File: config.mk
export PLATFORM = sky130hd
export DESIGN_NAME = acq_timing
export DESIGN_NICKNAME = d
export VERILOG_FILES = /design/src/acq_timing_pkg.sv /design/src/acq_timing.sv /design/src/readout_line_timer.sv
export SDC_FILE = /design/constraint.sdc
export NUM_CORES = 1
export LEC_CHECK = 0
export BUFFER_PORTS_ARGS = -buffer_cell sky130_fd_sc_hd__buf_2
export CORE_MARGIN = 5
export CORE_UTILIZATION = 40
export CTS_CLUSTER_DIAMETER = 100
export DETAILED_ROUTE_END_ITERATION = 10
export HOLD_SLACK_MARGIN = 0.02
export PLACE_DENSITY = 0.63
export SYNTH_ARGS = -nofsm -noshare
export SYNTH_HDL_FRONTEND = slang
export SYNTH_SLANG_ARGS = --single-unit
File: constraint.sdc
create_clock -name clk -period 22.6 [get_ports clk]
set_clock_uncertainty 0.05 [all_clocks]
set_input_delay 0 -clock clk [delete_from_list [all_inputs] [get_ports clk]]
set_output_delay 0 -clock clk [all_outputs]
set_load 0.01 [all_outputs]
File: src/acq_timing_pkg.sv
// Package: register map, field positions, reset values and timing constants of the acquisition timing block
package acq_timing_pkg;

	// ****************************************
	// Register offsets
	// ****************************************
	localparam logic [7:0] ADDR_CTRL     = 8'h00;
	localparam logic [7:0] ADDR_STATUS   = 8'h04;
	localparam logic [7:0] ADDR_EVENTS   = 8'h08;
	localparam logic [7:0] ADDR_MASK     = 8'h0C;
	localparam logic [7:0] ADDR_EXPOSURE = 8'h10;
	localparam logic [7:0] ADDR_DEBOUNCE = 8'h14;
	localparam logic [7:0] ADDR_HEIGHT   = 8'h18;
	localparam logic [7:0] ADDR_XMIT     = 8'h1C;
	localparam logic [7:0] ADDR_FILL     = 8'h20;

	// ****************************************
	// Control fields
	// ****************************************
	localparam int CTRL_STANDARD = 0;
	localparam int CTRL_HW_ACQ   = 1;
	localparam int CTRL_LINE_LO  = 2;
	localparam int CTRL_ROUTE_EN = 4;
	localparam int CTRL_W        = 5;
	localparam logic [CTRL_W-1:0] CTRL_RESET = 5'h03;

	// ****************************************
	// Event bits
	// ****************************************
	localparam int EV_ACQ_START  = 0;
	localparam int EV_FRAME_START = 1;
	localparam int EV_EXPOSURE_END = 2;
	localparam int EV_OVERTRIGGER = 3;
	localparam int EV_W          = 4;
	localparam logic [EV_W-1:0] EV_RESET = 4'h0;

	// ****************************************
	// Timing
	// ****************************************
	localparam int CLK_HZ                = 25_000_000;
	localparam int START_DELAY_NS        = 33_800;
	localparam int START_DELAY_CYC       = (START_DELAY_NS * (CLK_HZ / 1_000_000) + 999) / 1000;
	localparam int LINE_TIME_NS          = 25_490;
	localparam int LINE_CYC              = (LINE_TIME_NS * (CLK_HZ / 1_000_000) + 999) / 1000;
	localparam int FRAME_OVERHEAD_NS     = 1_612_860;
	localparam int FRAME_OVERHEAD_CYC    = (FRAME_OVERHEAD_NS * (CLK_HZ / 1_000_000) + 999) / 1000;
	localparam logic [31:0] EXPOSURE_RESET = 32'h0000_0100;
	localparam logic [15:0] HEIGHT_RESET   = 16'h0010;
	localparam logic [31:0] XMIT_RESET     = 32'h0000_0200;
	localparam logic [15:0] FILL_RESET     = 16'h0008;

	typedef enum logic [2:0] {ST_WAIT_ACQ, ST_WAIT_FRAME, ST_DELAY, ST_EXPOSE, ST_READOUT} acq_state_t;

endpackage

File: src/acq_timing.sv
// Acquisition wait status, trigger judging, event flags and exposure/readout/transmit sequencing
//
// Behaviour
// Wait status only in standard mode
// Wait status rises on entering acquisition wait
// Wait status falls when trigger taken
// Trigger while not waiting: ignored, overtrigger
// Wait status needs hardware acquisition triggering
// Wait status routable to lines 1-4
// Acquisition, frame start, exposure end events
// Trigger input role follows mode; rising edge
// Fixed delay from trigger to exposure
// Debounce time added to start delay
// Readout starts when exposure time elapses
// Transmit only after enough buffered data
// Readout = (height+1)*line + frame constant
// Transmission never shorter than readout
// Events held in sticky clearable flags
//
// Implementation choices: strobed register access and the address map.
`timescale 1ns/1ps
`default_nettype none
module acq_timing
	import acq_timing_pkg::*;
#(
	parameter int START_DELAY_CYCLES = START_DELAY_CYC,
	parameter int LINE_CYCLES        = LINE_CYC,
	parameter int FRAME_CYCLES       = FRAME_OVERHEAD_CYC,
	parameter int FRAME_COUNT        = 3
) (
	// Clock and reset
	input  wire logic        clk,
	input  wire logic        rst,
	// Register port
	input  wire logic [7:0]  addr,
	input  wire logic [31:0] wdata,
	input  wire logic        wr,
	input  wire logic        rd,
	output logic      [31:0] rdata,
	// Trigger pins
	input  wire logic        ext_acq_start_trigger,
	input  wire logic        ext_trigger_input,
	// Output lines and status
	output logic      [3:0]  out_line,
	output logic             acq_wait,
	output logic             exposing,
	output logic             transmitting,
	output logic             irq
);
	initial begin
		// The frame counter is eight bits wide
		if (START_DELAY_CYCLES < 1 || FRAME_COUNT < 1 || FRAME_COUNT > 255)
			$error("acq_timing parameters out of range");
	end

	// ****************************************
	// Registers
	// ****************************************
	logic [CTRL_W-1:0] ctrl;
	logic [EV_W-1:0]   events;
	logic [EV_W-1:0]   mask;
	logic [31:0]       exposure_cycles;
	logic [31:0]       debounce_cycles;
	logic [15:0]       region_height;
	logic [31:0]       xmit_cycles;
	logic [15:0]       fill_lines;

	function automatic logic hit(input logic [7:0] a, input logic [7:0] ref_addr);
		return a == ref_addr;
	endfunction

	always_ff @(posedge clk or posedge rst) begin
		if (rst) begin
			ctrl            <= CTRL_RESET;
			mask            <= EV_RESET;
			exposure_cycles <= EXPOSURE_RESET;
			debounce_cycles <= 32'h0;
			region_height   <= HEIGHT_RESET;
			xmit_cycles     <= XMIT_RESET;
			fill_lines      <= FILL_RESET;
		end else if (wr) begin
			if (hit(addr, ADDR_CTRL))     ctrl            <= wdata[CTRL_W-1:0];
			if (hit(addr, ADDR_MASK))     mask            <= wdata[EV_W-1:0];
			if (hit(addr, ADDR_EXPOSURE)) exposure_cycles <= wdata;
			if (hit(addr, ADDR_DEBOUNCE)) debounce_cycles <= wdata;
			if (hit(addr, ADDR_HEIGHT))   region_height   <= wdata[15:0];
			if (hit(addr, ADDR_XMIT))     xmit_cycles     <= wdata;
			if (hit(addr, ADDR_FILL))     fill_lines      <= wdata[15:0];
		end
	end

	wire standard = ctrl[CTRL_STANDARD];
	wire hw_acq   = ctrl[CTRL_HW_ACQ];

	// ****************************************
	// Pin synchronisers and edge detect
	// ****************************************
	logic [1:0] acq_sync;
	logic [1:0] trg_sync;
	logic       acq_prev;
	// Edge history starts low, the idle level of both pins, so reset makes no false edge
	logic       trg_prev;

	always_ff @(posedge clk or posedge rst) begin
		if (rst) begin
			acq_sync <= 2'h0;
			trg_sync <= 2'h0;
			acq_prev <= 1'b0;
			trg_prev <= 1'b0;
		end else begin
			acq_sync <= {acq_sync[0], ext_acq_start_trigger};
			trg_sync <= {trg_sync[0], ext_trigger_input};
			acq_prev <= acq_sync[1];
			trg_prev <= trg_sync[1];
		end
	end

	wire trg_rise = trg_sync[1] && !trg_prev;
	// Legacy mode: the trigger input itself acts as acquisition start
	wire acq_rise = standard ? (acq_sync[1] && !acq_prev) : trg_rise;

	// ****************************************
	// Acquisition sequencer
	// ****************************************
	acq_state_t  state;
	logic [31:0] cnt;
	logic [7:0]  frames_left;
	logic        readout_start;
	logic        readout_busy;
	logic        readout_done;
	logic        line_done;

	wire waiting    = (state == ST_WAIT_ACQ);
	wire acq_taken  = acq_rise && waiting;
	wire overtrig   = acq_rise && !waiting;
	// Standard mode: frame starts come from the trigger input; legacy runs frames internally
	wire frame_trig = standard ? trg_rise : 1'b1;
	wire frame_go   = (state == ST_WAIT_FRAME) && frame_trig && !readout_busy;
	wire expose_end = (state == ST_EXPOSE) && (cnt == 32'h0);

	always_ff @(posedge clk or posedge rst) begin
		if (rst) begin
			state       <= ST_WAIT_ACQ;
			cnt         <= 32'h0;
			frames_left <= 8'h0;
		end else begin
			unique case (state)
				ST_WAIT_ACQ: begin
					if (acq_taken) begin
						state       <= ST_WAIT_FRAME;
						frames_left <= 8'(FRAME_COUNT);
					end
				end
				ST_WAIT_FRAME: begin
					if (frame_go) begin
						state <= ST_DELAY;
						cnt   <= 32'(START_DELAY_CYCLES - 1) + debounce_cycles; // see
					end
				end
				ST_DELAY: begin
					if (cnt == 32'h0) begin
						state <= ST_EXPOSE;
						cnt   <= (exposure_cycles == 32'h0) ? 32'h0 : exposure_cycles - 32'h1;
					end else begin
						cnt <= cnt - 32'h1;
					end
				end
				ST_EXPOSE: begin
					if (cnt == 32'h0) begin
						state <= ST_READOUT;
					end else begin
						cnt <= cnt - 32'h1;
					end
				end
				ST_READOUT: begin
					// Readout overlaps the next frame's exposure wait
					frames_left <= frames_left - 8'h1;
					state       <= (frames_left == 8'h1) ? ST_WAIT_ACQ : ST_WAIT_FRAME;
				end
				// Unused codes fall back to the idle wait
				default: begin
					state <= ST_WAIT_ACQ;
				end
			endcase
		end
	end

	always_ff @(posedge clk or posedge rst) begin
		if (rst)
			readout_start <= 1'b0;
		else
			readout_start <= expose_end;
	end

	readout_line_timer #(
		.LINE_CYCLES  (LINE_CYCLES),
		.FRAME_CYCLES (FRAME_CYCLES)
	) u_readout (
		.clk       (clk),
		.rst       (rst),
		.start     (readout_start),
		.height    (region_height),
		.line_done (line_done),
		.busy      (readout_busy),
		.done      (readout_done)
	);

	// ****************************************
	// Transmission from frame buffer
	// ****************************************
	logic [15:0] lines_buffered;
	logic [31:0] xmit_cnt;
	logic        xmit_wait_ro;

	always_ff @(posedge clk or posedge rst) begin
		if (rst) begin
			lines_buffered <= 16'h0;
			transmitting   <= 1'b0;
			xmit_cnt       <= 32'h0;
			xmit_wait_ro   <= 1'b0;
		end else begin
			if (readout_start)
				lines_buffered <= 16'h0;
			else if (line_done)
				lines_buffered <= lines_buffered + 16'h1;
			if (!transmitting) begin
				// Start once the fill level guards against underrun (see)
				// Limitation: a fill level above height + 1 never starts a transmission
				if (readout_busy && line_done && (lines_buffered + 16'h1 >= fill_lines)) begin
					transmitting <= 1'b1;
					xmit_cnt     <= xmit_cycles;
					xmit_wait_ro <= 1'b1;
				end
			end else begin
				if (readout_done)
					xmit_wait_ro <= 1'b0;
				if (xmit_cnt != 32'h0)
					xmit_cnt <= xmit_cnt - 32'h1;
				// Never finish ahead of readout (see)
				else if (!xmit_wait_ro && !readout_done)
					transmitting <= 1'b0;
			end
		end
	end

	// ****************************************
	// Status outputs
	// ****************************************
	wire wait_level = waiting && standard && hw_acq; // see

	always_ff @(posedge clk or posedge rst) begin
		if (rst) begin
			acq_wait <= 1'b0;
			out_line <= 4'h0;
			exposing <= 1'b0;
		end else begin
			acq_wait <= wait_level; // see
			// Follows the state being entered, so the level lasts the full exposure count
			exposing <= ((state == ST_DELAY) && (cnt == 32'h0)) || ((state == ST_EXPOSE) && !expose_end);
			for (int i = 0; i < 4; i++)
				out_line[i] <= ctrl[CTRL_ROUTE_EN] && (ctrl[CTRL_LINE_LO +: 2] == 2'(i)) && wait_level;
		end
	end

	// ****************************************
	// Event flags and interrupt
	// ****************************************
	logic [EV_W-1:0] ev_set;
	always_comb begin
		ev_set                  = '0;
		ev_set[EV_ACQ_START]    = acq_taken;
		ev_set[EV_FRAME_START]  = frame_go;
		ev_set[EV_EXPOSURE_END] = expose_end;
		ev_set[EV_OVERTRIGGER]  = overtrig;
	end

	wire [EV_W-1:0] ev_clr = (wr && hit(addr, ADDR_EVENTS)) ? wdata[EV_W-1:0] : '0;

	always_ff @(posedge clk or posedge rst) begin
		if (rst) begin
			events <= EV_RESET;
			irq    <= 1'b0;
		end else begin
			events <= (events & ~ev_clr) | ev_set;
			irq    <= |(((events & ~ev_clr) | ev_set) & mask);
		end
	end

	// ****************************************
	// Read port
	// ****************************************
	always_ff @(posedge clk or posedge rst) begin
		if (rst) begin
			rdata <= 32'h0;
		end else if (rd) begin
			unique case (addr)
				ADDR_CTRL:     rdata <= 32'(ctrl);
				ADDR_STATUS:   rdata <= {25'h0, transmitting, readout_busy, exposing, acq_wait, state};
				ADDR_EVENTS:   rdata <= 32'(events);
				ADDR_MASK:     rdata <= 32'(mask);
				ADDR_EXPOSURE: rdata <= exposure_cycles;
				ADDR_DEBOUNCE: rdata <= debounce_cycles;
				ADDR_HEIGHT:   rdata <= 32'(region_height);
				ADDR_XMIT:     rdata <= xmit_cycles;
				ADDR_FILL:     rdata <= 32'(fill_lines);
				default:       rdata <= 32'h0;
			endcase
		end else begin
			rdata <= 32'h0;
		end
	end

	// ****************************************
	// Checks
	// ****************************************
	chk_wait_mode: assert property (@(posedge clk) disable iff (rst) acq_wait |-> $past(standard && hw_acq))
		else $error("wait status outside standard hardware mode");
	chk_wait_rise: assert property (@(posedge clk) disable iff (rst) wait_level |=> acq_wait)
		else $error("wait status did not rise");
	chk_wait_fall: assert property (@(posedge clk) disable iff (rst) acq_taken |=> ##1 !acq_wait)
		else $error("wait status did not fall after trigger");
	// An ignored trigger must not reload the frame count
	chk_overtrig_flag: assert property (@(posedge clk) disable iff (rst) overtrig |=> events[EV_OVERTRIGGER] && frames_left == $past(frames_left) - (($past(state) == ST_READOUT) ? 8'h1 : 8'h0))
		else $error("overtrigger not flagged or not ignored");
	chk_route_line: assert property (@(posedge clk) disable iff (rst) $rose(out_line[0]) |-> $past(ctrl[CTRL_LINE_LO +: 2]) == 2'h0)
		else $error("wait status on unselected line");
	chk_exp_event: assert property (@(posedge clk) disable iff (rst) expose_end |=> events[EV_EXPOSURE_END] ##1 readout_busy)
		else $error("exposure end not flagged");
	chk_start_delay: assert property (@(posedge clk) disable iff (rst) frame_go |=> state == ST_DELAY && cnt == 32'(START_DELAY_CYCLES - 1) + $past(debounce_cycles)) // see
		else $error("exposure start delay wrong");
	chk_frame_hold: assert property (@(posedge clk) disable iff (rst) state == ST_WAIT_FRAME && readout_busy |=> state == ST_WAIT_FRAME)
		else $error("frame started during readout");
	chk_xmit_fill: assert property (@(posedge clk) disable iff (rst) $rose(transmitting) |-> $past(readout_busy && (lines_buffered + 16'h1 >= fill_lines)))
		else $error("transmission started before fill level");
	chk_xmit_ro: assert property (@(posedge clk) disable iff (rst) $fell(transmitting) |-> !readout_busy)
		else $error("transmission ended before readout");
	chk_flag_hold: assert property (@(posedge clk) disable iff (rst) events[EV_ACQ_START] && !ev_clr[EV_ACQ_START] |=> events[EV_ACQ_START])
		else $error("event flag lost");

	cov_overtrig: cover property (@(posedge clk) disable iff (rst) overtrig);
	cov_full_seq: cover property (@(posedge clk) disable iff (rst) acq_taken ##[1:1000] expose_end);
	cov_xmit: cover property (@(posedge clk) disable iff (rst) $fell(transmitting));
	cov_legacy_acq: cover property (@(posedge clk) disable iff (rst) !standard && acq_taken);
	cov_route_last: cover property (@(posedge clk) disable iff (rst) $rose(out_line[3]));
endmodule
`default_nettype wire

File: src/readout_line_timer.sv
// Line-paced sensor readout timer with per-line done pulses and an end-of-readout pulse
`timescale 1ns/1ps
`default_nettype none
module readout_line_timer
	import acq_timing_pkg::*;
#(
	parameter int LINE_CYCLES  = LINE_CYC,
	parameter int FRAME_CYCLES = FRAME_OVERHEAD_CYC
) (
	// Clock and reset
	input  wire logic        clk,
	input  wire logic        rst,
	// Control
	input  wire logic        start,
	input  wire logic [15:0] height,
	// Progress
	output logic             line_done,
	output logic             busy,
	output logic             done
);
	initial begin
		if (LINE_CYCLES < 1 || FRAME_CYCLES < 1)
			$error("readout timer counts must be positive");
	end

	logic [31:0] cnt;
	logic [16:0] lines_left;
	logic        tail;

	// Readout = (height + 1) line periods, then the per-frame overhead (see)
	always_ff @(posedge clk or posedge rst) begin
		if (rst) begin
			cnt        <= 32'h0;
			lines_left <= 17'h0;
			tail       <= 1'b0;
			busy       <= 1'b0;
			done       <= 1'b0;
			line_done  <= 1'b0;
		end else begin
			done      <= 1'b0;
			line_done <= 1'b0;
			if (start && !busy) begin
				busy       <= 1'b1;
				tail       <= 1'b0;
				lines_left <= {1'b0, height} + 17'h1;
				cnt        <= 32'(LINE_CYCLES - 1);
			end else if (busy) begin
				if (cnt != 32'h0) begin
					cnt <= cnt - 32'h1;
				end else if (!tail) begin
					line_done  <= 1'b1;
					lines_left <= lines_left - 17'h1;
					if (lines_left == 17'h1) begin
						tail <= 1'b1;
						cnt  <= 32'(FRAME_CYCLES - 1);
					end else begin
						cnt <= 32'(LINE_CYCLES - 1);
					end
				end else begin
					busy <= 1'b0;
					done <= 1'b1;
				end
			end
		end
	end
endmodule
`default_nettype wire

==> impl_metrics.env, run 1 <==
export IMPL_synth_async_reset_ratio_pct=100.0
export IMPL_setup_viol=0
export IMPL_synth_avg_cell_area_sq_um=9.983
export IMPL_crit_cells=13
export IMPL_p_leak_uw=0.009284
export IMPL_cts_buffer_depth=3
export IMPL_place_ws_ns=18.23
export IMPL_final_layout_size_suffix_gt1_share_pct=18.19
export IMPL_seq_area_sq_um=8341
export IMPL_wire_per_inst_um=20.67
export IMPL_cts_root_buf="clkbuf_16"
export IMPL_pwr_share_clk_pct=34.0
export IMPL_hold_viol=0
export IMPL_core_area_sq_um=44410
export IMPL_fin_hold_ws_ns=0.04940
export IMPL_portBuffers=85
export IMPL_yosys_area_top_type="dfrtp_1"
export IMPL_yosysTopAreaCellShare_pct=45.41
export IMPL_vdd_ir_drop_worst_mv=0.04111
export IMPL_fmax_ghz=0.2271
export IMPL_nets=1971
export IMPL_cts_resized_gates=0
export IMPL_endpoint_kind="register"
export IMPL_crit_chain="ha_1, nand3_1, nor4_1, and3_1, nand3_1, xnor2_1, ha_1, nand4_1, nor2_1, and2_1, a211o_1, o21ai_0, a221o_1"
export IMPL_required_ns=22.96
export IMPL_grt_pass1_vias=14600
export IMPL_post_cts_buffers=0
export IMPL_finalPower_uw=1737
export IMPL_layout_commonest_cell="dfrtp_1"
export IMPL_synth_area_sq_um=18020
export IMPL_seqPwrFrac_pct=42.5
export IMPL_start_util_pct=40.57
export IMPL_crit_start="lines_buffered[0]$_DFFE_PP0P_"
export IMPL_reg2reg_from="lines_buffered[0]$_DFFE_PP0P_"
export IMPL_period_share_pct=19.49
export IMPL_worst_path_buf_inv=0
export IMPL_path_delay_family="simple AND/OR/NAND/NOR gates"
export IMPL_rows=77
export IMPL_chipHeight_um=222.3
export IMPL_slew_violations=0
export IMPL_worstMarginPinSlew_ns=1.186
export IMPL_dieWidth_um=222.3
export IMPL_synth_seq_cells=333
export IMPL_n_antenna_cell=0
export IMPL_die_area_sq_um=49400
export IMPL_p_switching_uw=579.7
export IMPL_final_cell_mix="327 x dfrtp_1, 140 x nor2_1, 138 x mux2_2"
export IMPL_synth_area_leaders="dfrtp_1 45%, mux2_2 8.6%, xor2_1 3.1%"
export IMPL_grt_ovfl_total=0
export IMPL_cts_tree="built"
export IMPL_path_clk_slew_ns=0.06
export IMPL_grt_use_total_pct=20.42
export IMPL_arrival_ns=4.77
export IMPL_syn_num_nets=1880
export IMPL_reg2reg_to="xmit_cnt[24]$_DFFE_PP0P_"
export IMPL_start_kind="register"
export IMPL_clock_sinks=333
export IMPL_drc=0
export IMPL_cp_max_fo=32
export IMPL_crit_end="xmit_cnt[24]$_DFFE_PP0P_"
export IMPL_ant_nets=0
export IMPL_cts_htree_levels=2
export IMPL_ys_seq_area_share_pct=46.29
export IMPL_numCtsBuffers=38
export IMPL_place_area_sq_um=19000
export IMPL_setup_tns_ns=0
export IMPL_hpwlAfterDp_mm=36.01
export IMPL_holdCritPathClass="in -> reg"
export IMPL_multiInputGateArea_sq_um=9121
export IMPL_cts_hold_buffers=41
export IMPL_fillers=4124
export IMPL_gp_congestion=0.8988
export IMPL_setup_slack_ns=18.20
export IMPL_synth_cell_types=85
export IMPL_avgViaCountPerCell=6.001
export IMPL_antenna_found_initial=0
export IMPL_synth_edff_count=0
export IMPL_clk_latency_ns=0.57
export IMPL_reg2regPathDepth=13
export IMPL_firstDrtPassIters=7
export IMPL_ff2ff_setup_slack_ns=18.20
export IMPL_slowest_stage="a211o_1"
export IMPL_ys_warn_count=0
export IMPL_criticalPathCategory="reg -> reg"
export IMPL_grt_max_degree=112
export IMPL_drt_total_wl_mm=52.01
export IMPL_cp_slowest_stage_delay_ns=0.82
export IMPL_synthCells=1805
export IMPL_status="completed"
export IMPL_power_density_nw_per_um2=84.42
export IMPL_io_pins=86
export IMPL_p_comb_share_pct=23.5
export IMPL_switching_share_pct=33.37
export IMPL_grt_pass1_wl_mm=82.41
export IMPL_slew_headroom_pct=20.62
export IMPL_rsz0062_at_grt="no"
export IMPL_syn_to_final_growth_pct=14.21
export IMPL_vias=15100
export IMPL_postLayoutCellArea_sq_um=20580
export IMPL_ys_flop_type="dfrtp_1"
export IMPL_cap_violations=0
export IMPL_fin_crit_ns=4.404
export IMPL_drt_iter0_markers=1548
export IMPL_cellInternalPower_uw=1158
==> stage by stage <==
| stage | util (%) | cells |
|---|---|---|
| 2_1_floorplan | - | 1805 |
| 3_3_place_gp | 42.77 | 2407 |
| 3_5_place_dp | 42.77 | 2407 |
| 4_1_cts | 46.34 | 2516 |
| 5_1_grt | 46.34 | 2516 |
| 6_report | 46.34 | 2516 |
==> flip-flops by register name, indices dropped and copies added, names as in the netlist, 5 cells and up <==
register and flops:
fill_lines 16, rdata 32, cnt 32, xmit_cnt 32, ctrl 5, region_height 16
u_readout.cnt 32, exposure_cycles 32, lines_buffered 16, xmit_cycles 32, debounce_cycles 32, u_readout.lines_left 17
frames_left 8
==> power by group through the flow <==
stage | Combinational (uW) | Sequential (uW) | Clock, uW
floorplan | 319 | 716 | 0
global placement | 389 | 741 | 0
detailed placement | 400 | 745 | 0
CTS | 408 | 735 | 606
global route | 457 | 747 | 629
finish | 409 | 738 | 591
==> synthesized netlist by cell type, types with 30 or more instances <==
cell type	n
nor2_1	143
xor2_1	64
nor3_1	66
nand2_1	108
nand3_1	54
o21ai_0	97
xnor2_1	49
clkbuf_1	69
a222oi_1	30
mux2_2	138
dfrtp_1	327
nor4_1	44
or4_1	37
a21oi_1	101
inv_1	50
==> cells by family (layout without fill, tap and decap cells) <==
kind of cell	after synthesis	in the layout	share of synthesized area [%]
AND/OR/NAND/NOR	594	594	17.48
XOR/XNOR	113	113	5.492
buffers and inverters	149	268	3.298
adder cells (fa/ha/maj)	29	29	2.014
multiplexers	144	144	8.957
AO/OA/AOI/OAI	443	443	16.48
flip-flops	333	333	46.29
==> routing by layer <==
layer	global-route usage, %	routed length (um)
met5	0	0
met4	6.423	1559
met3	4.844	3930
met2	30.95	23130
met1	29.11	23390
==> final cells by class <==
class                           count  share of cell area (%)
Timing Repair Buffer              148                   4.864
Multi-Input combinational cell   1323                   44.32
Sequential cell                   333                   40.53
Clock buffer                       51                   5.003
Inverter                           52                  0.9849
Clock inverter                     17                  0.7052
Tap cell                          592                   3.599
==> how the worst min path moves through the flow <==
stage                                from                    end  cells past startpoint
floorplan           ext_acq_start_trigger  acq_sync[0]$_DFF_PP0_                      0
global placement    ext_acq_start_trigger  acq_sync[0]$_DFF_PP0_                      1
detailed placement      ext_trigger_input  trg_sync[0]$_DFF_PP0_                      1
CTS                     ext_trigger_input  trg_sync[0]$_DFF_PP0_                      2
global route            ext_trigger_input  trg_sync[0]$_DFF_PP0_                      2
finish                  ext_trigger_input  trg_sync[0]$_DFF_PP0_                      2
No activity file was read; power rests on OpenSTA's default activity.
==> run 2: changes to the inputs <==
--- a/config.mk
+++ b/config.mk
@@ -5,13 +5,14 @@
 export SDC_FILE = /design/constraint.sdc
 export NUM_CORES = 1
 export LEC_CHECK = 0
+export ABC_AREA = 1
 export BUFFER_PORTS_ARGS = -buffer_cell sky130_fd_sc_hd__buf_2
 export CORE_MARGIN = 5
 export CORE_UTILIZATION = 40
 export CTS_CLUSTER_DIAMETER = 100
 export DETAILED_ROUTE_END_ITERATION = 10
 export HOLD_SLACK_MARGIN = 0.02
-export PLACE_DENSITY = 0.63
+export PLACE_DENSITY = 0.65
 export SYNTH_ARGS = -nofsm -noshare
 export SYNTH_HDL_FRONTEND = slang
 export SYNTH_SLANG_ARGS = --single-unit
==> constraint.sdc (replaced) <==
create_clock -name clk -period 3.8 [get_ports clk]
set_clock_uncertainty 0.05 [all_clocks]
set_input_delay 0 -clock clk [delete_from_list [all_inputs] [get_ports clk]]
set_output_delay 0 -clock clk [all_outputs]
set_load 0.01 [all_outputs]
==> run 2 against run 1 <==
Core utilization decreased by 0.29 points. Hold slack improved by 0.034 ns. Clock-buffer cell count decreased by 1. Combinational power increased to 8.8 times the previous value. Sequential power grew to 5.8 times the previous value. Wire length up 27%. Clock power grew to 6.7 times the previous value. Register-to-register slack worse by 18 ns. Die area rose by 12%. Power rose to 6.8 times the previous value. Via count is 30% higher. Setup slack worse by 18 ns. Critical endpoint is now xmit_cnt[31]$_DFFE_PP0P_.
==> impl_metrics.env, run 2 <==
export IMPL_finalCoreUtilization_pct=46.05
export IMPL_yosysMostFrequentCell="nand2_1"
export IMPL_holdCritPathClass="in -> reg"
export IMPL_worstHoldStart="addr[0]"
export IMPL_grt_pass1_wl_mm=103.1
export IMPL_avgViaCountPerCell=5.250
export IMPL_p_leak_uw=0.01159
export IMPL_syn_num_nets=2996
export IMPL_fin_hold_ws_ns=0.08362
export IMPL_ys_seq_area_share_pct=40.92
export IMPL_vias=19570
export IMPL_synth_area_leaders="dfrtp_1 40%, nand2_1 16%, nor2_1 7.5%"
export IMPL_clock_sinks=333
export IMPL_nets=3103
export IMPL_synth_avg_cell_area_sq_um=6.977
export IMPL_synth_edff_count=0
export IMPL_ant_nets=0
export IMPL_dieWidth_um=235.7
export IMPL_synthCells=2921
export IMPL_drt_total_wl_mm=65.95
export IMPL_worstMarginPinSlew_ns=1.132
export IMPL_start_kind="register"
export IMPL_synth_commonest_cells="844 x nand2_1, 406 x nor2_1, 329 x inv_1"
export IMPL_slew_violations=0
export IMPL_ys_flop_type="dfrtp_1"
export IMPL_fmax_ghz=0.3027
export IMPL_grt_ovfl_total=0
export IMPL_io_pins=86
export IMPL_synth_async_reset_ratio_pct=100.0
export IMPL_slew_headroom_pct=24.25
export IMPL_period_share_pct=86.93
export IMPL_hold_viol=0
export IMPL_required_ns=4.24
export IMPL_fin_crit_ns=3.303
export IMPL_yosysTopAreaCellShare_pct=40.15
export IMPL_rows=82
export IMPL_power_density_nw_per_um2=510.0
export IMPL_numCtsBuffers=39
export IMPL_drc=0
export IMPL_synth_area_sq_um=20380
export IMPL_final_cell_mix="842 x nand2_1, 405 x nor2_1, 328 x inv_1"
export IMPL_arrival_ns=3.75
export IMPL_endpoint_kind="register"
export IMPL_layout_commonest_cell="nand2_1"
export IMPL_syn_to_final_growth_pct=13.59
export IMPL_min_to="rdata[14]$_DFF_PP0_"
export IMPL_final_layout_size_suffix_gt1_share_pct=8.115
export IMPL_cts_resized_gates=0
export IMPL_chipHeight_um=235.7
export IMPL_reg2regPathDepth=18
export IMPL_gp_congestion=0.9476
export IMPL_firstDrtPassIters=5
export IMPL_grt_pass1_vias=18140
export IMPL_cap_violations=0
export IMPL_n_antenna_cell=0
export IMPL_portBuffers=85
export IMPL_path_clk_slew_ns=0.06
export IMPL_cts_htree_levels=2
export IMPL_drt_iter0_markers=1783
export IMPL_status="completed"
export IMPL_min_path_cells=7
export IMPL_yosys_area_top_type="dfrtp_1"
export IMPL_cts_root_buf="clkbuf_16"
export IMPL_reg2reg_to="xmit_cnt[31]$_DFFE_PP0P_"
export IMPL_rsz0062_at_grt="no"
export IMPL_antenna_found_initial=1
export IMPL_cts_tree="built"
export IMPL_fillers=5179
export IMPL_criticalPathCategory="reg -> reg"
export IMPL_core_area_sq_um=50270
export IMPL_clk_latency_ns=0.57
export IMPL_grt_max_degree=111
export IMPL_cp_max_fo=32
export IMPL_setup_viol=0
export IMPL_reg2reg_from="lines_buffered[2]$_DFFE_PP0P_"
export IMPL_grt_use_total_pct=23.03
export IMPL_hpwlAfterDp_mm=48.93
export IMPL_cts_buffer_depth=3
export IMPL_ff2ff_setup_slack_ns=0.50
export IMPL_ys_warn_count=0
export IMPL_vdd_ir_drop_worst_mv=0.3887
export IMPL_die_area_sq_um=55570
export IMPL_wire_per_inst_um=17.69
export IMPL_synth_cell_types=57
export IMPL_start_util_pct=40.54
export IMPL_synth_seq_cells=333
## run 2: what timing repair did
item,CTS,global route
hold endpoints to repair,315,0
hold buffers,41,0
setup buffers,0,0
## run 2: layer usage
| metal | part of all wire (%) | global-route usage, % | up-vias | wire length [um] |
|---|---|---|---|---|
| li1 | - | - | 9587 | - |
| met1 | 45 | 32.05 | 9129 | 29490 |
| met2 | 44 | 35.90 | 716 | 28990 |
| met3 | 7.1 | 3.971 | 140 | 4703 |
| met4 | 4.2 | 9.148 | 0 | 2771 |
| met5 | 0 | 0 | - | 0 |
## run 2: logic make-up after synthesis
logic type,Yosys count,share of synthesized area (%)
xor+xnor,92,3.954
mux,1,0.04911
fa+ha+maj,29,1.780
simple gates,1614,33.36
buf+inv,422,8.331
flops,333,40.92
compound gates,430,11.60
## run 2: critical path: stages (launching register included)
cell and delay, ns:
dfrtp_1 0.37, inv_1 0.07, nor3_1 0.29, nand3_1 0.22, nor2_1 0.21, nand3_1 0.14, nor2_1 0.15, nand3_1 0.10
nand2_1 0.07, inv_1 0.04, ha_1 0.30, nand4_1 0.09, nor3_1 0.22, nand3_1 0.11, nand3_1 0.15, nand2_2 0.13
nand2_4 0.33, nand2_1 0.10, nand2_1 0.08
## run 2: worst max-delay path by stage
| stage | start | endpoint | cells past startpoint |
|---|---|---|---|
| finish | lines_buffered[2]$_DFFE_PP0P_ | xmit_cnt[31]$_DFFE_PP0P_ | 18 |
| global route | lines_buffered[2]$_DFFE_PP0P_ | xmit_cnt[29]$_DFFE_PP0P_ | 18 |
| CTS | lines_buffered[2]$_DFFE_PP0P_ | xmit_cnt[31]$_DFFE_PP0P_ | 18 |
| detailed placement | lines_buffered[2]$_DFFE_PP0P_ | xmit_cnt[29]$_DFFE_PP0P_ | 18 |
| global placement | lines_buffered[2]$_DFFE_PP0P_ | xmit_cnt[27]$_DFFE_PP0P_ | 18 |
| floorplan | rst | acq_prev$_DFF_PP0_ | 1 |
## run 2: power breakdown
group          switching (uW)  total, uW  internal [uW]
logic                    2450       3590           1140
registers                 396       4270           3870
clock network            1600       3950           2350
## run 2: cell type report
class | count | area, sq um | area share, %
multi-input combinational | 2166 | 10350 | 44.71
sequential | 333 | 8341 | 36.03
inverter | 345 | 1300 | 5.615
clock buffer | 50 | 1077 | 4.653
timing repair buffer | 143 | 1001 | 4.324
tap | 672 | 840.8 | 3.632
clock inverter | 19 | 241.5 | 1.043
## run 2: metrics by stage
stage / worst slack (ns) / TNS (ns) / total power [uW] / cell area, sq um / std cells
CTS: 0.4777 / 0 / 11840 / 23150 / 3728
global placement: 0.6353 / 0 / 7823 / 21420 / 3618
floorplan: -0.6937 / -226.85 / 6903 / 20380 / 2921
global route: 0.1108 / 0 / 12530 / 23150 / 3728
detailed placement: 0.5071 / 0 / 7840 / 21420 / 3618
finish: 0.4965 / 0 / 11810 / 23150 / 3728
